$ cat src/hw/t2_pkg.sv
//Contract
// - 16-bit counter counts machine cycles, or count pin falls when selected.
// - Counter runs only while run_control bit 2 is set; else off.
// - Overflow sets overflow_flag bit 7 unless a serial clock select is set.
// - Trigger fall causing capture or reload sets external_trigger_flag bit 6.
// - Both flags drive one shared interrupt request.
// - Receive clock in serial modes 1 and 3 is this overflow when bit 5 set, else timer 1's.
// - Transmit clock in serial modes 1 and 3 is this overflow when bit 4 set, else timer 1's.
// - Trigger falls act only with enable bit 3 and no serial clocking.
// - Mode is reload, capture or baud from selects while running.
// - Capture copies counter bytes into capture/reload pair; counting continues.
// - Capture mode counts freely and flags every overflow.
// - Reload mode reloads from the pair and flags on rollover.
// - Reload mode also reloads early on trigger fall and sets external flag.
// - Serial clocking ignores capture select and reloads on overflow only.
// - Count pin sampled at phase T9; high then low counts once.
// - Internal tick is one machine cycle, twelve oscillator clocks.
package t2_pkg;

  // Machine cycle length and the phase at which pins are sampled.
  localparam int unsigned CLK_HZ = 50_000_000;
  localparam int unsigned CYCLE_DIV = 12;
  localparam int unsigned PHASE_W = 4;
  localparam logic [3:0] SAMPLE_PHASE = 4'h8;

  // Register byte addresses.
  localparam logic [7:0] ADDR_CTRL = 8'hC8;
  localparam logic [7:0] ADDR_CNT_LO = 8'hCC;
  localparam logic [7:0] ADDR_CNT_HI = 8'hD0;
  localparam logic [7:0] ADDR_CAP_LO = 8'hD4;
  localparam logic [7:0] ADDR_CAP_HI = 8'hD8;

  // Control register bit positions.
  localparam int unsigned OVF_BIT = 7;
  localparam int unsigned EXF_BIT = 6;
  localparam int unsigned RCLK_BIT = 5;
  localparam int unsigned TX_CLOCK_SELECT_BIT = 4;
  localparam int unsigned EXEN_BIT = 3;
  localparam int unsigned RUN_BIT = 2;
  localparam int unsigned CT_BIT = 1;
  localparam int unsigned CPRL_BIT = 0;

  // Reset values.
  localparam logic [7:0] CTRL_RST = 8'h00;
  localparam logic [15:0] CNT_RST = 16'h0000;
  localparam logic [15:0] CAP_RST = 16'h0000;
  localparam logic [15:0] CNT_TOP = 16'hFFFF;

  // Operating modes.
  typedef enum logic [1:0] {
    MODE_OFF = 2'b00,
    MODE_RELOAD = 2'b01,
    MODE_CAPTURE = 2'b10,
    MODE_BAUD = 2'b11
  } t2_mode_t;

  // Avalon-MM request from the master.
  typedef struct packed {
    logic read;
    logic write;
    logic [7:0] address;
    logic [3:0] byteenable;
    logic [31:0] writedata;
  } t2_avs_req_t;

  // Synchroniser state.
  typedef struct packed {
    logic [1:0] meta;
    logic [1:0] stable;
  } t2_sync_t;

  // Timer state.
  typedef struct packed {
    logic [PHASE_W-1:0] phase;
    logic tick;
    logic cnt_smp;
    logic trg_smp;
    logic [15:0] cnt;
    logic [15:0] cap;
    logic [7:0] ctrl;
    logic ack;
    logic wreq;
    logic [31:0] rdata;
    logic irq;
    logic rxc;
    logic txc;
  } t2_state_t;

endpackage : t2_pkg

$ cat src/hw/t2_sync.sv
`timescale 1ns/10ps
module t2_sync
  import t2_pkg::*;
(
  // Clock and reset.
  input wire logic ref_clk,
  input wire logic reset,
  // Raw pins, bit 0 count pin, bit 1 trigger pin.
  input wire logic [1:0] pins,
  // Synchronised pins.
  output logic [1:0] pins_sync
);

  t2_sync_t r;
  t2_sync_t n;

  // Two flip-flops per pin; only the second stage is read outside.
  always_comb begin
    n = r;
    n.meta = pins;
    n.stable = r.meta;
  end

  // Pins idle high so the first sample sees no false fall.
  always_ff @(posedge ref_clk) begin
    if (reset) begin
      r <= '{meta: 2'h3, stable: 2'h3};
    end else begin
      r <= n;
    end
  end

  assign pins_sync = r.stable;

endmodule : t2_sync

$ cat src/hw/t2_timer.sv
`timescale 1ns/10ps
module t2_timer
  import t2_pkg::*;
#(
  parameter int unsigned DIV = CYCLE_DIV
) (
  // Clock and reset.
  input wire logic ref_clk,
  input wire logic reset,
  // Avalon-MM register slave.
  input t2_avs_req_t avs_req,
  output logic [31:0] avs_readdata,
  output logic avs_waitrequest,
  // External pins.
  input wire logic count_input_pin,
  input wire logic trigger_pin,
  // Serial port clocking.
  input wire logic [1:0] serial_mode,
  input wire logic timer1_overflow,
  output logic rx_baud_clk,
  output logic tx_baud_clk,
  // Shared interrupt request.
  output logic irq_req
);

  t2_state_t r;
  t2_state_t n;
  t2_mode_t mode;
  logic [1:0] pins_s;
  logic run;
  logic baud;
  logic cnt_fall;
  logic trg_fall;
  logic count_en;
  logic ovf;
  logic ext_evt;
  logic take;
  logic wr_lo;
  logic wr_ctrl;
  logic wr_cnt_lo;
  logic wr_cnt_hi;
  logic wr_cap_lo;
  logic wr_cap_hi;
  logic serial13;
  logic [7:0] wbyte;
  logic [7:0] rbyte;

  // Both pins come from outside and pass two flip-flops first.
  t2_sync u_sync (
    .ref_clk(ref_clk),
    .reset(reset),
    .pins({trigger_pin, count_input_pin}),
    .pins_sync(pins_s)
  );

  // Mode decode from the control bits.
  assign run = r.ctrl[RUN_BIT];
  assign baud = r.ctrl[RCLK_BIT] | r.ctrl[TX_CLOCK_SELECT_BIT];
  always_comb begin
    if (!run) begin
      mode = MODE_OFF;
    end else if (baud) begin
      mode = MODE_BAUD;
    end else if (r.ctrl[CPRL_BIT]) begin
      mode = MODE_CAPTURE;
    end else begin
      mode = MODE_RELOAD;
    end
  end

  // Falls are seen as a high sample then a low one, one machine cycle apart.
  assign cnt_fall = r.tick & r.cnt_smp & ~pins_s[0];
  assign trg_fall = r.tick & r.trg_smp & ~pins_s[1];

  // Count source, overflow and qualified trigger events.
  assign count_en = (mode != MODE_OFF) &
    (r.ctrl[CT_BIT] ? cnt_fall : r.tick);
  assign ovf = count_en & (r.cnt == CNT_TOP);
  assign ext_evt = trg_fall & r.ctrl[EXEN_BIT] &
    ((mode == MODE_RELOAD) | (mode == MODE_CAPTURE));

  // A write lands at the edge where waitrequest is sampled low.
  assign take = avs_req.write & r.ack;
  assign wr_lo = take & avs_req.byteenable[0];
  assign wr_ctrl = wr_lo & (avs_req.address == ADDR_CTRL);
  assign wr_cnt_lo = wr_lo & (avs_req.address == ADDR_CNT_LO);
  assign wr_cnt_hi = wr_lo & (avs_req.address == ADDR_CNT_HI);
  assign wr_cap_lo = wr_lo & (avs_req.address == ADDR_CAP_LO);
  assign wr_cap_hi = wr_lo & (avs_req.address == ADDR_CAP_HI);
  assign wbyte = avs_req.writedata[7:0];
  assign serial13 = serial_mode[0];

  // Read multiplexer; unmapped addresses read as zero.
  always_comb begin
    case (avs_req.address)
      ADDR_CTRL: rbyte = r.ctrl;
      ADDR_CNT_LO: rbyte = r.cnt[7:0];
      ADDR_CNT_HI: rbyte = r.cnt[15:8];
      ADDR_CAP_LO: rbyte = r.cap[7:0];
      ADDR_CAP_HI: rbyte = r.cap[15:8];
      default: rbyte = 8'h00;
    endcase
  end

  // Next state of the whole block.
  always_comb begin
    n = r;
    // Machine cycle prescaler with one tick per cycle.
    if (r.phase == PHASE_W'(DIV - 1)) begin
      n.phase = '0;
    end else begin
      n.phase = r.phase + PHASE_W'(1);
    end
    n.tick = (r.phase == SAMPLE_PHASE);
    if (r.tick) begin
      n.cnt_smp = pins_s[0];
      n.trg_smp = pins_s[1];
    end
    // Counter and capture/reload pair by mode.
    case (mode)
      MODE_RELOAD: begin
        if (ovf || ext_evt) begin
          n.cnt = r.cap;
        end else if (count_en) begin
          n.cnt = r.cnt + 16'h0001;
        end
      end
      MODE_CAPTURE: begin
        if (count_en) begin
          n.cnt = r.cnt + 16'h0001;
        end
        if (ext_evt) begin
          n.cap = r.cnt;
        end
      end
      MODE_BAUD: begin
        if (ovf) begin
          n.cnt = r.cap;
        end else if (count_en) begin
          n.cnt = r.cnt + 16'h0001;
        end
      end
      default: begin
        n.cnt = r.cnt;
      end
    endcase
    // Software byte writes take priority over counting.
    if (wr_cnt_lo) begin
      n.cnt[7:0] = wbyte;
    end
    if (wr_cnt_hi) begin
      n.cnt[15:8] = wbyte;
    end
    if (wr_cap_lo) begin
      n.cap[7:0] = wbyte;
    end
    if (wr_cap_hi) begin
      n.cap[15:8] = wbyte;
    end
    // Control write; hardware flag sets win over a clear.
    if (wr_ctrl) begin
      n.ctrl = wbyte;
    end
    if (ovf && !baud) begin
      n.ctrl[OVF_BIT] = 1'b1;
    end
    if (ext_evt) begin
      n.ctrl[EXF_BIT] = 1'b1;
    end
    // Shared interrupt request from either flag.
    n.irq = r.ctrl[OVF_BIT] | r.ctrl[EXF_BIT];
    // Serial clock pulses, only in serial modes 1 and 3.
    n.rxc = serial13 &
      (r.ctrl[RCLK_BIT] ? ovf : timer1_overflow);
    n.txc = serial13 &
      (r.ctrl[TX_CLOCK_SELECT_BIT] ? ovf : timer1_overflow);
    // Bus handshake: one wait cycle, then one answer cycle.
    n.ack = (avs_req.read | avs_req.write) & ~r.ack;
    n.wreq = ~n.ack;
    n.rdata = (avs_req.read & ~r.ack) ? {24'h000000, rbyte} : 32'h0;
  end

  // State register.
  always_ff @(posedge ref_clk) begin
    if (reset) begin
      r <= '{
        phase: '0, tick: 1'b0, cnt_smp: 1'b1, trg_smp: 1'b1,
        cnt: CNT_RST, cap: CAP_RST, ctrl: CTRL_RST, ack: 1'b0,
        wreq: 1'b1, rdata: 32'h0, irq: 1'b0, rxc: 1'b0,
        txc: 1'b0
      };
    end else begin
      r <= n;
    end
  end

  // Outputs come straight from the state register.
  assign avs_readdata = r.rdata;
  assign avs_waitrequest = r.wreq;
  assign rx_baud_clk = r.rxc;
  assign tx_baud_clk = r.txc;
  assign irq_req = r.irq;
endmodule : t2_timer

$ cat config.mk
export PLATFORM = sky130hd
export DESIGN_NAME = t2_timer
export DESIGN_NICKNAME = d
export VERILOG_FILES = /design/src/hw/t2_pkg.sv /design/src/hw/t2_sync.sv /design/src/hw/t2_timer.sv
export SDC_FILE = /design/constraint.sdc
export NUM_CORES = 1
export LEC_CHECK = 0
export BUFFER_PORTS_ARGS = -buffer_cell sky130_fd_sc_hd__buf_2
export CORE_MARGIN = 2
export CORE_UTILIZATION = 45
export CTS_BUF_LIST = sky130_fd_sc_hd__clkbuf_2
export DETAILED_ROUTE_END_ITERATION = 7
export HOLD_SLACK_MARGIN = 0.12
export PLACE_DENSITY = 0.69
export SETUP_SLACK_MARGIN = 0.2
export SLEW_MARGIN = 40
export SYNTH_ARGS = -nofsm -noshare
export SYNTH_HDL_FRONTEND = slang
export SYNTH_SLANG_ARGS = --single-unit
$ cat constraint.sdc
create_clock -name ref_clk -period 3.2 [get_ports ref_clk]
set_input_delay 0.16 -clock ref_clk [delete_from_list [all_inputs] [get_ports ref_clk]]
set_output_delay 0.16 -clock ref_clk [all_outputs]
set_load 0.05 [all_outputs]
==> impl.org <==
** Logic synthesis
- Counting flops with a built-in enable in the synthesized netlist gives 0.
- Share of synthesized flip-flops with an asynchronous set or reset :: 0%
- Synthesis instantiated 61 different standard cells from the library.
- For this run, the number of Yosys warnings is 0.
- Area leader, netlist :: dfxtp_1
- The synthesized netlist devotes 24.0% of its cell area to simple gates.
- Measured against the total synthesized area, the mux share comes to 6.53%.
- In this run the mean area of a mapped cell was 8.33 um^2.
- Largest cells by area after synthesis :: dfxtp_1 33%, mux2i_1 6.2%, buf_4 6.2%, nor2_1 4.5%, a211oi_1 4.1%
- The top cell type by area accounts for 33.3% of the synthesized area.
- Largest family of logic cells by synthesized area :: simple AND/OR/NAND/NOR gates
- Synth Area in XOR/XNOR :: 3.18%
- Adder-Cell Fraction of Synth Area :: 2.27%
- Compound-Gate Fraction of Synth Area :: 20.1%
- Counting flops and latches in the post-synthesis netlist gives 64.
- After synthesis, flip-flops and latches occupy 33.3% of the total area.
- Netlist area before placement :: 3850 um^2
- Ys flop type :: dfxtp_1
- Cell count after synthesis :: 462

** Floorplan
- The floorplan has 33 rows.
- Once the floorplan was initialized, standard cells occupied 46.6% of the core.
- Horizontal die dimension :: 96.5 um
- The die covers 9310 um^2.
- The total area inside the core boundary comes to 8260 um^2.
- Die outline height :: 96.5 um
- During I/O placement, the number of pins put on the boundary was 89.

** Timing
- Max Slew Vio Count :: 0
- Setup repair after global routing left no endpoint under its margin.
- Headroom to the max-slew limit came out at 51.0%.
- Setup Total Neg Slack :: 0 ns
- In the post-route analysis, the smallest setup slack over all paths is 0.388 ns.
- Static timing analysis puts the maximum clock frequency at 356 MHz.
- Hold timing on the final database bottoms out at a slack of 0.298 ns.
- For the pin with the worst max-slew slack, the measured transition is 0.734 ns.
- Setup violations remaining at the end of the flow were counted as 0.
- Time the final worst path needs with I/O delays and setup :: 2.81 ns
- Post-route fraction of the period consumed by the critical path :: 87.9%
- The clock arrives with 0.0274 ns of skew.
- Final hold violations :: 0

** Critical path
- The slowest stage of the critical path belongs to the cell or4_1.
- Worst reg2reg path depth :: 9
- STA classifies the critical path endpoint as a flop.
- In this run the critical register-to-register path is captured at r[64].
- Data on the critical path is required at its endpoint by 3.63 ns.
- Together, buffers and inverters on the worst path number 1.
- Along the worst path, the maximum fanout reaches 4.
- Data on the critical path arrives at its endpoint at 3.25 ns.
- Critical R2R Launch :: r[37]
- The worst setup path is launched from a flop.
- The worst register-to-register path has a setup slack of 0.39 ns.
- Family with the most delay on the worst path :: compound AO/OA/AOI/OAI gates
- The critical path ends at r[64].
- The signal on the critical path passes through o31ai_2, inv_1, ha_1, nor2b_1, a2111o_1, o21a_1, and3_1, or4_1, a311oi_2.
- The critical path is of the reg -> reg type.
- The most critical setup path has its startpoint at r[37].
- Counting buffers and inverters, the worst setup path is 9 cells deep.
- Largest stage delay, worst path :: 0.53 ns

** Clocking
- Total number of H-tree levels :: 3
- Clock sink count :: 64
- TritonCTS built the clock tree.
- CTS placed an instance of clkbuf_2 at the clock tree root.
- Post-CTS setup-driven buffer insertion count :: 0
- Clock transition at the registers of the reported paths :: 0.17 ns
- Num CTS Buffers :: 9
- No sink is reached through more buffers than the 2 on the longest clock path.
- The clock reaches the later pin of the worst-skew pair after 0.52 ns.

** Cells and area
- Final net count :: 558
- Layout Area Growth over Synthesis :: 10.8%
- Fraction of layout cells with a size suffix above 1 :: 15.1%
- 0 antenna diodes ended up in the layout.
- Final std cell area, no fill :: 4260 um^2

** GRT
- Largest net degree at the start of global routing :: 31
- The number of antenna violations at the first check in global routing was 0.
- First-pass GRT wire length :: 16,200 um
- Summed over all layers, the global routing overflow is 0.
- Global routing consumed, over all layers together, 23.1% of the routing resources.
- The number of global-route vias before repair came to 3,148.

** Placement
- At the end of routability-driven placement, the weighted congestion stood at 0.891.
- Input and output buffers added on the ports amount to 36.
- Before CTS, the worst setup slack after placement is 0.322 ns.
- Placed wire-length estimate :: 7180 um
- After detailed placement, the total cell area comes to 3970 um^2.

** Worst hold path
- The path class of the tightest hold or removal check is in -> reg.

** Drt
- In the routed design, unresolved DRC markers number 0.
- Detailed-routing iteration count for the pre-antenna-repair pass :: 5
- For this block, the initial DRC count from the detailed router was 404.
- Final Routed Wirelength :: 10,300 um
- Across all layers, the routed design uses 3,547 vias.
- The detail route stage leaves a number of antenna-violating nets equal to 0.
- Ratio of routed vias to standard cells :: 5.84
- DR WL/cell :: 17.0 um

** Pwr
- Static leakage :: 1.81 nW
- Max VDD drop :: 192 uV
- Power consumption :: 1.51 mW
- Power Density :: 354 nW/um^2

** Job
- The tool flagged a number of max-cap violations equal to 0.

** Status
- The flow ran to the end, and the final reports show no timing, DRC or antenna violations.
## placed cells by master, fill, tap and decap left out, types with 12 or more instances in the layout
master          n
dfxtp_1        62
nor2_1         46
buf_2          36
nand2_1        32
a21oi_1        26
mux2i_1        24
conb_1         24
a211oi_1       21
nand3_1        16
nor3_1         16
dlygate4sd3_1  16
buf_4          12
## worst min path at each step
| stage | from | endpoint | slack, ns | cells past startpoint |
|---|---|---|---|---|
| after detailed placement | count_input_pin | u_sync.n[0] | 0.34 | 2 |
| after floorplan | count_input_pin | u_sync.n[0] | 0.26 | 1 |
| after CTS | avs_req[38] | avs_readdata[7] | 0.27 | 5 |
| final | avs_req[38] | avs_readdata[7] | 0.30 | 5 |
| after global placement | trigger_pin | u_sync.n[1] | 0.34 | 2 |
| after global routing | avs_req[38] | avs_readdata[5] | 0.30 | 5 |
## worst min-delay path: cells and delay by family
family	cells	cell delay [ns]
buffers and inverters	2	0.30
AO/OA/AOI/OAI	2	0.24
AND/OR/NAND/NOR	1	0.06
## timing repair
item / in CTS / in global routing
hold endpoints to repair: 47 / 0
resized for setup: 0 / 5
setup endpoints to repair: 0 / 2
hold buffers: 16 / 0
## metrics by stage
step	instances	utilization [%]
floorplan	485	-
finish	607	51.6
global placement	576	48.0
global route	607	51.6
detailed placement	576	48.0
CTS	607	51.4
## report_power, final
part / internal (mW) / switching, mW
Sequential: 0.808 / 0.00721
Combinational: 0.0414 / 0.112
Clock: 0.252 / 0.290
Total: 1.10 / 0.410
## per-layer routing
| layer | track usage [%] | vias to the layer above | wire length [um] |
|---|---|---|---|
| li1 | - | 1715 | - |
| met1 | 31.0 | 1663 | 4590 |
| met5 | 0 | - | 0 |
| met4 | 6.92 | 0 | 137 |
| met3 | 6.13 | 16 | 815 |
| met2 | 36.4 | 153 | 4780 |
## area by class of cell
| type | instances | area [um^2] |
|---|---|---|
| Timing Repair Buffer | 64 | 430 |
| Sequential cell | 64 | 1280 |
| Clock inverter | 5 | 72.6 |
| Multi-Input combinational cell | 351 | 2270 |
| Clock buffer | 10 | 50.0 |
| Tap cell | 105 | 131 |
| Inverter | 8 | 30.0 |
| Fill cell | 813 | 3990 |
## cell usage after synthesis, types with 2 or more instances
master     count
nand2_1       32
nor4bb_1       2
or3_1          4
nor3_1        17
a22oi_1        8
ha_1           7
buf_2          9
nor3b_1        3
and4bb_1       2
o21ai_0       10
or2_2          5
o21a_1         2
a21oi_1       27
nor2b_1        3
nand4_1        3
a222oi_1       8
dfxtp_1       64
mux2i_1       24
and4b_1        4
and3_1         9
nor2_1        46
nor4_1         4
and4_1         3
a211o_1        5
and2_1         6
a221oi_1       7
clkbuf_1      18
a211oi_1      21
buf_4         32
a2111oi_0      3
o211a_1        3
nand4b_1       2
inv_1          8
and2b_1        2
xnor2_1        6
nand3_1       16
a31oi_1        3
nand2b_1       4
xor2_1         8
## sequential cells by signal (all words and copies together), names as in the netlist
register / flops
r: 48
avs_readdata: 8
u_sync.n: 2
u_sync.pins_sync: 2
avs_waitrequest: 1
irq_req: 1
rx_baud_clk: 1
tx_baud_clk: 1
## cells by family (layout without fill, tap and decap cells)
family	Yosys count	after routing
other	1	24
xor gates and xnor gates	14	14
adders and majority gates	7	7
and+or+nand+nor	173	173
AOI/OAI and AO/OA	108	108
buffers and inverters	70	87
DFF	64	64
muxes	25	25
No activity file was read; power rests on OpenSTA's default activity.
